### config.mk
export PLATFORM = sky130hd
export DESIGN_NAME = isc_collector
export DESIGN_NICKNAME = d
export VERILOG_FILES = /design/src/core/isc_pkg.sv /design/src/core/isc_evt_if.sv /design/src/core/isc_collector.sv /design/src/core/isc_rise_detect.sv /design/src/core/isc_status_reg.sv
export SDC_FILE = /design/constraint.sdc
export NUM_CORES = 1
export LEC_CHECK = 0
export ABC_AREA = 1
export ABC_CLOCK_PERIOD_IN_PS = 3000
export BUFFER_PORTS_ARGS = -buffer_cell sky130_fd_sc_hd__buf_2
export CORE_AREA = 10 10 101 139
export CTS_BUF_LIST = sky130_fd_sc_hd__clkbuf_4 sky130_fd_sc_hd__clkbuf_8
export DETAILED_ROUTE_END_ITERATION = 12
export DIE_AREA = 0 0 111 149
export PLACE_DENSITY = 0.86
export REMOVE_ABC_BUFFERS = 1
export SETUP_SLACK_MARGIN = 0.3
export SLEW_MARGIN = 20
export SYNTH_ARGS = -nofsm -noshare
export SYNTH_HDL_FRONTEND = slang
export SYNTH_HIERARCHICAL = 1
export SYNTH_SLANG_ARGS = --single-unit
export TNS_END_PERCENT = 20
### constraint.sdc
create_clock -name core_clk -period 3 [get_ports core_clk]
set_input_delay 0.6 -clock core_clk [delete_from_list [all_inputs] [get_ports core_clk]]
set_output_delay 0.6 -clock core_clk [all_outputs]
set_load 0.01 [all_outputs]
### src/core/isc_pkg.sv
// Shared constants and helpers for the interrupt status collector
package isc_pkg;

   // ----------------------------------------------------------------
   // Register map (byte addresses)
   // ----------------------------------------------------------------
   localparam logic [7:0] OFS_STATUS = 8'h58;
   localparam logic [7:0] OFS_ENABLE = 8'h5c;
   localparam logic [7:0] OFS_BYTE_TEST = 8'h64;
   localparam logic [7:0] OFS_CONTROL = 8'hb8;
   localparam int ADDR_W = 8;
   localparam int DATA_W = 32;

   // ----------------------------------------------------------------
   // Status bit positions
   // ----------------------------------------------------------------
   localparam int BIT_SOFTWARE = 31;
   localparam int BIT_TX_HALTED = 25;
   localparam int BIT_RX_HALTED = 24;
   localparam int BIT_DROP_HALF = 23;
   localparam int BIT_TX_COMPLETE = 21;
   localparam int BIT_RX_DMA = 20;
   localparam int BIT_TIMER_WRAP = 19;
   localparam int BIT_PHY = 18;
   localparam int BIT_POWER = 17;
   localparam int BIT_TX_STS_OVF = 16;
   localparam int BIT_RX_WATCHDOG = 15;
   localparam int BIT_RX_ERROR = 14;
   localparam int BIT_TX_ERROR = 13;
   localparam int BIT_TX_OVERRUN = 10;
   localparam int BIT_TX_SPACE = 9;
   localparam int BIT_TX_STS_FULL = 8;
   localparam int BIT_TX_STS_LEVEL = 7;
   localparam int BIT_FRAME_DROP = 6;
   localparam int BIT_RX_STS_FULL = 4;
   localparam int BIT_RX_STS_LEVEL = 3;
   localparam int BIT_PIN_LSB = 0;
   localparam int PIN_W = 3;

   // Sticky bits (PHY position included), and enable-storable bits (those plus reserved bit 22)
   localparam logic [31:0] STATUS_W1C_MASK = 32'h83bf_e7df;
   localparam logic [31:0] STATUS_IMPL_MASK = 32'h83ff_e7df;

   // ----------------------------------------------------------------
   // Control register fields and reset values
   // ----------------------------------------------------------------
   localparam int CTL_SW_IRQ_EN = 0;
   localparam int CTL_SLEEP_REQ = 1;
   localparam int CTL_LOW_POWER = 2;
   localparam logic [31:0] STATUS_RESET = 32'h0000_0000;
   localparam logic [31:0] ENABLE_RESET = 32'h0000_0000;
   localparam logic [31:0] BYTE_TEST_VALUE = 32'h8765_4321;

   // ----------------------------------------------------------------
   // Event source thresholds
   // ----------------------------------------------------------------
   localparam logic [31:0] DROP_BEFORE_HALF = 32'h7fff_ffff;
   localparam logic [31:0] DROP_AT_HALF = 32'h8000_0000;
   localparam logic [15:0] TIMER_ZERO = 16'h0000;
   localparam logic [15:0] TIMER_WRAPPED = 16'hffff;
   localparam int LEVEL_W = 7;

   // Strictly above the programmed level
   function automatic logic above_level(input logic [7:0] used, input logic [7:0] level);
      return used > level;
   endfunction : above_level

endpackage : isc_pkg

### src/core/isc_evt_if.sv
// Carrier between event capture and the sticky status register
`timescale 1ns/1ps
interface isc_evt_if;
   logic [31:0] set_pulse;
   logic [31:0] clear_mask;
   logic phy_level;
   logic [31:0] status;

   modport producer (output set_pulse, output clear_mask, output phy_level, input status);
   modport holder (input set_pulse, input clear_mask, input phy_level, output status);
endinterface : isc_evt_if

### src/core/isc_collector.sv
// Interrupt status collector: event capture, status, mask and power wake
//
// Behaviour
// - Writing one clears that status bit
// - Software flag set while enable high
// - Transmit halted flag after stop and halt
// - Receive halted flag on receiver halt
// - Drop counter half flag at midpoint step
// - Completion flag when marked buffer loaded
// - Receive DMA flag when count drained
// - Timer flag when timer wraps to ffff
// - PHY flag read-only, writes ignored
// - Only byte test write wakes device
// - Power interrupt bypasses deassertion hold-off
// - Status FIFO overflow sets flag
// - Oversized received packet sets watchdog flag
// - Receiver and transmitter errors set flags
// - Write to full data FIFO flags overrun
// - Free space above level sets flag
// - Status FIFOs full set their flags
// - Status FIFO levels exceeded set flags
// - Every dropped frame sets flag
// - Three pin event flags, write-one-clear
// - Status recorded regardless of enable mask
// - Master indication when enabled flag active
`timescale 1ns/1ps
module isc_collector (
   input wire logic core_clk,
   input wire logic resetn,

   // Register port
   input wire logic [isc_pkg::ADDR_W-1:0] reg_addr,
   input wire logic [isc_pkg::DATA_W-1:0] reg_wdata,
   input wire logic reg_wr,
   input wire logic reg_rd,
   output logic [isc_pkg::DATA_W-1:0] reg_rdata,

   // Transmit engine
   input wire logic tx_stop_request,
   input wire logic tx_halted,
   input wire logic tx_buffer_loaded,
   input wire logic irq_on_completion,
   input wire logic tx_error,
   input wire logic tx_data_write,
   input wire logic tx_data_full,
   input wire logic [7:0] tx_free_blocks,
   input wire logic [7:0] tx_space_level,
   input wire logic tx_status_full,
   input wire logic tx_status_overflow,
   input wire logic [7:0] tx_status_used,
   input wire logic [7:0] tx_status_level,

   // Receive engine
   input wire logic rx_halted,
   input wire logic rx_dma_done,
   input wire logic rx_long_frame,
   input wire logic rx_error,
   input wire logic rx_frame_dropped,
   input wire logic [31:0] rx_drop_count,
   input wire logic rx_status_full,
   input wire logic [7:0] rx_status_used,
   input wire logic [7:0] rx_status_level,

   // Timer, PHY, power management, pins
   input wire logic [15:0] timer_count,
   input wire logic phy_irq,
   input wire logic power_event,
   input wire logic [isc_pkg::PIN_W-1:0] pin_events,

   // Results
   output logic irq_pending,
   output logic irq_pending_holdoff,
   output logic irq_power_direct,
   output logic low_power
);

   // ----------------------------------------------------------------
   // Declarations
   // ----------------------------------------------------------------
   // Bundle to the holder
   isc_evt_if evt ();

   // Host registers

   logic [31:0] enable_r;
   logic software_irq_enable_r;
   logic low_power_r;
   logic low_power_nxt;

   // Read pipeline
   logic [31:0] rdata_r;
   logic [31:0] rdata_nxt;

   // Counter history
   logic [31:0] drop_count_r;
   logic [15:0] timer_count_r;

   // Onset filter
   logic [isc_pkg::LEVEL_W-1:0] level_now;
   logic [isc_pkg::LEVEL_W-1:0] level_rise;

   // Event and mask vectors
   logic [31:0] set_vec;
   logic [31:0] active_vec;
   logic [31:0] power_only;

   // ----------------------------------------------------------------
   // Address decode
   // ----------------------------------------------------------------
   // One wire per register and strobe kind
   // Full byte address compared: no aliases
   wire hit_status = reg_addr == isc_pkg::OFS_STATUS;
   wire hit_enable = reg_addr == isc_pkg::OFS_ENABLE;
   wire hit_byte_test = reg_addr == isc_pkg::OFS_BYTE_TEST;
   // Local control word
   wire hit_control = reg_addr == isc_pkg::OFS_CONTROL;

   // Writes qualified by address
   wire wr_status = reg_wr & hit_status;
   wire wr_enable = reg_wr & hit_enable;
   wire wr_byte_test = reg_wr & hit_byte_test;
   wire wr_control = reg_wr & hit_control;

   // ----------------------------------------------------------------
   // Level conditions watched for their onset
   // ----------------------------------------------------------------
   // A level condition flags once per onset, so a host clear of a
   // persisting condition is not immediately undone.
   // Limitation: a level high at reset
   // release flags on the first edge.
   // Thresholds are strictly above level.
   assign level_now[0] = tx_stop_request & tx_halted;
   assign level_now[1] = rx_halted;
   assign level_now[2] = isc_pkg::above_level(tx_free_blocks, tx_space_level);
   assign level_now[3] = tx_status_full;
   assign level_now[4] = isc_pkg::above_level(tx_status_used, tx_status_level);
   assign level_now[5] = rx_status_full;
   assign level_now[6] = isc_pkg::above_level(rx_status_used, rx_status_level);

   // One detector, seven conditions
   isc_rise_detect u_rise (
      .core_clk(core_clk),
      .resetn(resetn),
      .level_in(level_now),
      .rise_out(level_rise)
   );

   // ----------------------------------------------------------------
   // History of counters that flag on a particular step
   // ----------------------------------------------------------------
   // Timer history starts at its own reset value so release is no wrap.
   // Drop history starts far from the
   // midpoint, so no false step either.
   always_ff @(posedge core_clk) begin
      if (!resetn) begin
         drop_count_r <= 32'h0000_0000;
         timer_count_r <= isc_pkg::TIMER_WRAPPED;
      end else begin
         // Sampled every cycle
         drop_count_r <= rx_drop_count;
         timer_count_r <= timer_count;
      end
   end

   // Counter step detection; one cycle
   // only, as the sample pair moves on
   wire drop_half_step = (drop_count_r == isc_pkg::DROP_BEFORE_HALF)
      && (rx_drop_count == isc_pkg::DROP_AT_HALF);
   wire timer_wrap_step = (timer_count_r == isc_pkg::TIMER_ZERO)
      && (timer_count == isc_pkg::TIMER_WRAPPED);

   // ----------------------------------------------------------------
   // Set vector: every source lands on its own bit
   // ----------------------------------------------------------------
   // Sources are recorded with no regard to the enable mask
   always_comb begin
      set_vec = 32'h0000_0000;

      // Software and halts
      set_vec[isc_pkg::BIT_SOFTWARE] = software_irq_enable_r;
      set_vec[isc_pkg::BIT_TX_HALTED] = level_rise[0];
      set_vec[isc_pkg::BIT_RX_HALTED] = level_rise[1];

      // Counters and completions
      set_vec[isc_pkg::BIT_DROP_HALF] = drop_half_step;
      set_vec[isc_pkg::BIT_TX_COMPLETE] = tx_buffer_loaded & irq_on_completion;
      set_vec[isc_pkg::BIT_RX_DMA] = rx_dma_done;
      set_vec[isc_pkg::BIT_TIMER_WRAP] = timer_wrap_step;

      // Power; wake output plays no part
      set_vec[isc_pkg::BIT_POWER] = power_event;

      // Errors and overflows
      set_vec[isc_pkg::BIT_TX_STS_OVF] = tx_status_overflow;
      set_vec[isc_pkg::BIT_RX_WATCHDOG] = rx_long_frame;
      set_vec[isc_pkg::BIT_RX_ERROR] = rx_error;
      set_vec[isc_pkg::BIT_TX_ERROR] = tx_error;
      set_vec[isc_pkg::BIT_TX_OVERRUN] = tx_data_write & tx_data_full;

      // FIFO onsets
      set_vec[isc_pkg::BIT_TX_SPACE] = level_rise[2];
      set_vec[isc_pkg::BIT_TX_STS_FULL] = level_rise[3];
      set_vec[isc_pkg::BIT_TX_STS_LEVEL] = level_rise[4];

      // Receive drops and status
      set_vec[isc_pkg::BIT_FRAME_DROP] = rx_frame_dropped;
      set_vec[isc_pkg::BIT_RX_STS_FULL] = level_rise[5];
      set_vec[isc_pkg::BIT_RX_STS_LEVEL] = level_rise[6];

      // Pin events
      set_vec[isc_pkg::BIT_PIN_LSB +: isc_pkg::PIN_W] = pin_events;
   end

   // ----------------------------------------------------------------
   // Status register hookup
   // ----------------------------------------------------------------
   // Only ones in clearable positions clear; zeros and the PHY bit are kept
   // Writes elsewhere never reach
   // the holder
   assign evt.set_pulse = set_vec;
   assign evt.clear_mask = wr_status ? (reg_wdata & isc_pkg::STATUS_W1C_MASK) : 32'h0000_0000;
   assign evt.phy_level = phy_irq;


   // Sticky bits, live PHY overlay
   isc_status_reg u_status (
      .core_clk(core_clk),
      .resetn(resetn),
      .evt(evt.holder)
   );

   // ----------------------------------------------------------------
   // Enable mask and control registers
   // ----------------------------------------------------------------
   // Reserved enable bits other than bit 22 never store, so they read zero
   // The PHY enable does store: the
   // live PHY level may raise the line
   always_ff @(posedge core_clk) begin
      if (!resetn) begin
         enable_r <= isc_pkg::ENABLE_RESET;
      end else if (wr_enable) begin
         // Whole word at once
         enable_r <= reg_wdata & isc_pkg::STATUS_IMPL_MASK;
      end
   end

   // Software interrupt enable; while
   // high the flag re-arms each cycle
   always_ff @(posedge core_clk) begin
      if (!resetn) begin
         software_irq_enable_r <= 1'b0;
      end else if (wr_control) begin
         // Other bits do not store
         software_irq_enable_r <= reg_wdata[isc_pkg::CTL_SW_IRQ_EN];
      end
   end

   // ----------------------------------------------------------------
   // Reduced power state
   // ----------------------------------------------------------------
   // A power event only flags; the byte test write is the sole way out.
   // Wake is checked last so a simultaneous sleep request cannot win.
   // Bus stays live while asleep,
   // or the wake write could not land.
   always_comb begin
      // Hold by default
      low_power_nxt = low_power_r;
      if (wr_control && reg_wdata[isc_pkg::CTL_SLEEP_REQ]) begin
         low_power_nxt = 1'b1;
      end
      if (wr_byte_test) begin
         low_power_nxt = 1'b0;
      end
   end

   // Power state flop
   always_ff @(posedge core_clk) begin
      if (!resetn) begin
         low_power_r <= 1'b0;
      end else begin
         low_power_r <= low_power_nxt;
      end
   end

   // Straight from the flop
   assign low_power = low_power_r;

   // ----------------------------------------------------------------
   // Interrupt indications
   // ----------------------------------------------------------------
   // The power flag is split off so the pin controller can route it
   // around its deassertion hold-off timer.
   // All three are combinational;
   // the pin controller registers them.
   // The live PHY bit counts if enabled.
   assign active_vec = evt.status & enable_r;
   assign power_only = active_vec & (32'h0000_0001 << isc_pkg::BIT_POWER);

   // Master line and its two parts
   assign irq_pending = |active_vec;
   assign irq_pending_holdoff = |(active_vec & ~power_only);
   assign irq_power_direct = |power_only;

   // ----------------------------------------------------------------
   // Read path
   // ----------------------------------------------------------------
   // Unmapped addresses read zero; data stands one cycle after the strobe
   // Status is taken before that edge's
   // sets and clears land
   always_comb begin
      // Zero without a read strobe
      rdata_nxt = 32'h0000_0000;
      if (reg_rd) begin
         // Hits are exclusive
         if (hit_status) begin
            rdata_nxt = evt.status;
         end else if (hit_enable) begin
            rdata_nxt = enable_r;
         end else if (hit_byte_test) begin
            rdata_nxt = isc_pkg::BYTE_TEST_VALUE;
         end else if (hit_control) begin
            // Sleep request is write-only
            rdata_nxt[isc_pkg::CTL_SW_IRQ_EN] = software_irq_enable_r;
            rdata_nxt[isc_pkg::CTL_LOW_POWER] = low_power_r;
         end
      end
   end

   // Read data flop, zero outside the answer cycle
   // A quiet bus makes stale data
   // easy to spot
   always_ff @(posedge core_clk) begin
      if (!resetn) begin
         rdata_r <= 32'h0000_0000;
      end else begin
         rdata_r <= rdata_nxt;
      end
   end

   assign reg_rdata = rdata_r;

endmodule : isc_collector

### src/core/isc_rise_detect.sv
// Rising-edge detector for level conditions
`timescale 1ns/1ps
module isc_rise_detect (
   input wire logic core_clk,
   input wire logic resetn,
   input wire logic [isc_pkg::LEVEL_W-1:0] level_in,
   output logic [isc_pkg::LEVEL_W-1:0] rise_out
);

   logic [isc_pkg::LEVEL_W-1:0] level_r;

   // ----------------------------------------------------------------
   // Edge detection
   // ----------------------------------------------------------------
   // Held level alone never re-fires after a clear, only a fresh onset
   assign rise_out = level_in & ~level_r;

   // Previous level
   always_ff @(posedge core_clk) begin
      if (!resetn) begin
         level_r <= '0;
      end else begin
         level_r <= level_in;
      end
   end

endmodule : isc_rise_detect

### src/core/isc_status_reg.sv
// Sticky write-one-to-clear status register
`timescale 1ns/1ps
module isc_status_reg (
   input wire logic core_clk,
   input wire logic resetn,
   isc_evt_if.holder evt
);

   logic [31:0] sticky_r;
   logic [31:0] sticky_nxt;

   // ----------------------------------------------------------------
   // Update
   // ----------------------------------------------------------------
   // Set applied after clear, so a same-cycle event survives
   assign sticky_nxt = ((sticky_r & ~evt.clear_mask) | evt.set_pulse) & isc_pkg::STATUS_W1C_MASK;

   // PHY bit is a live view, reserved bits read zero
   assign evt.status = sticky_r | ({31'h0, evt.phy_level} << isc_pkg::BIT_PHY);

   // Sticky flops
   always_ff @(posedge core_clk) begin
      if (!resetn) begin
         sticky_r <= isc_pkg::STATUS_RESET;
      end else begin
         sticky_r <= sticky_nxt;
      end
   end

endmodule : isc_status_reg

==> flow_summary.toml <==
[run_status]
status = "finished, final reports clean"

[global_routing]
grt_util_met1_pct = 17.9
grt_pass1_wl_mm = 24.6
grt_remaining_overflow = 0
top_usage_layer = "met2"
use_met2_pct = 33.4
grtUsageMet3_pct = 6.88
gr-usage-all-layers_pct = 18.0
antenna_found_initial = 2
grt_max_degree = 55
grt_pass1_vias = 5486

[sta]
finalCriticalPeriod_ps = 2240
rsz0062_at_grt = "false"
slew_viol_final = 0
timing.fmax_mhz = 447
finClkSkew_ps = 7.46
fin_crit_sh_pct = 74.6
hold_viol_final = 0
final.setup.tns_ps = 0
setup_viol_count_final = 0
tightest_slew_ps = 699
slew_headroom_pct = 53.3

[synthesis]
yosys.area.top_type = "dfxtp_1"
ys_types = 28
synth_ff_type = "dfxtp_1"
synth-edff-count = 0
yosysSeqAreaShare_pct = 42.7
syn_avg_cell_area_um2 = 7.05
synth_most_common_cell = "inv_1"
synthCells = 904
async_reset_ff_share_pct = 0
synth_top_area_share_pct = 42.7
synth_area_um2 = 6370
ys_ff_latch = 136
synth_common_cells = "inv_1, nand2_1, nor2_1"
yosys-top-cells-area = "dfxtp_1, inv_1, nand2_1"
yosysWarnings = 6

[route]
dr.pass1.iters = 5
route.detailed.drc = 0
drtAntennaViolNets = 0
drtIter0Drc = 229
wire_per_inst_um = 12.4
wl_mm = 15.3
vias = 5536
viasPerCell = 4.51

[setup_path]
path_cells = "or2_2 > nand2_1 > nand4_1 > nor2_1 > nand4_1 > buf_2"
critical_path_buf_inv_count = 1
worstPathArrival_ps = 1640
cp_top_family = "simple AND/OR/NAND/NOR gates"
worstPathRequired_ps = 2400
end_kind = "output port"
cpPeakStageDelay_ps = 310
slowest_stage = "dfxtp_1"
crit_path_frequent_cell = "nand4_1"
cp-start-kind = "flip-flop"
critPathMaxFanout = 2
crit_type = "flip-flop to output port"

[job]
drv_cap = 0

[clock_tree]
path_clk_slew_ps = 80
post_cts_resized = 0
root_buffer = "clkbuf_8"
max-clock-path-buffers = 2
htreeDepth = 4
cts_tree = "done"
post_cts_buffers = 0
cts_made_buffers = 17
cts.sinks = 136
worst_skew_pair.late_latency_ps = 430
cts_hold_buffers = 0

[floorplan]
core_um2 = 11600
die_area_um2 = 16500
start_util_pct = 55.0
ios = 196
die_w_um = 111
die_h_um = 149
rows = 47

[layout]
drive_above_1_share_pct = 25.4
fin_nets = 1251
syn_to_final_growth_pct = 18.5
final_core_util_pct = 65.2

[placed_design]
dp_hpwl_mm = 11.8
gp_congestion = 0.874
port_buffers = 187

[min_path]
holdCritPathClass = "primary input to flip-flop"

[pwr]
peakVddDrop_mv = 0.287
power_mw = 3.66
power_density_nw_per_um2 = 484
leakagePower_nw = 4.29
## worst reg2reg max path: stages, from the launching register on
cell	delay, ps
dfxtp_1	320
nand4_1	90
or2_2	300
nor2_1	90
nand2_1	50
nor2_1	80
inv_1	50
a21oi_1	120
## through the flow
stage          hold WS (ps)  worst slack, ps  instance area [µm²]  std cells
4_1_cts                 322              698                 7550       1227
5_1_grt                 330              626                 7560       1228
2_1_floorplan           443             1120                 6040        859
6_report                352              762                 7560       1228
3_5_place_dp            462              742                 7170       1195
3_3_place_gp            453              783                 7170       1195
## registers in the layout, summed over array words and instances, names as in the netlist
name	cells
reg_rdata	32
u_status/sticky_r	23
enable_r	24
software_irq_enable_r	1
timer_count_r	16
low_power	1
u_rise/level_r	7
drop_count_r	32
## path summary, 6_finish.rpt
check	startpoint	endpoint	slack [ps]	cells past startpoint
hold / removal	rx_status_full	u_rise/level_r[5]	350	3
hold reg to reg	u_status/sticky_r[9]	u_status/sticky_r[9]	470	2
setup / recovery	u_status/sticky_r[18]	irq_pending	760	6
setup reg to reg	drop_count_r[14]	u_status/sticky_r[23]	1840	7
## where the power goes
group | internal [mW] | total (mW) | switching (mW)
combinational | 0.156 | 0.341 | 0.185
sequential | 1.87 | 1.89 | 0.0268
clock | 0.683 | 1.42 | 0.741
total | 2.71 | 3.66 | 0.952
## kinds of logic after synthesis
logic type      synth area share, %
compound gates                 7.18
fa+ha+maj                      4.71
flops                          42.7
simple gates                   27.4
other cells                   0.118
buf+inv                        17.9
## area by class of cell
class,count,area [µm²]
fillers,1047,4030
clock inverters,14,140
well taps,147,184
repair buffers,189,951
diodes,1,2.50
clock buffers,18,241
inverters,206,773
multi-input cells,517,2540
flip-flops and latches,136,2720
## layer usage
metal / wire length, µm / vias to the layer above
li1: - / 2965
met1: 5920 / 2405
met2: 8090 / 151
met3: 1100 / 13
met4: 163 / 2
met5: 18 / -
## cells in the final DEF, fill, tap and decap left out, drive strengths merged
cell | netlist | layout
nand4 | 23 | 23
nor2 | 142 | 142
clkinvlp | 0 | 5
o21a | 2 | 2
nand3 | 21 | 21
nand2 | 200 | 200
buf | 49 | 189
or2 | 18 | 18
o211ai | 1 | 1
dfxtp | 136 | 136
nor3 | 4 | 4
clkbuf | 4 | 18
conb | 2 | 10
bufinv | 0 | 1
clkinv | 0 | 2
ha | 24 | 24
o21ai | 28 | 28
inv | 206 | 212
diode | 0 | 1
a21oi | 44 | 44
Power figures use the tool's default switching activity.
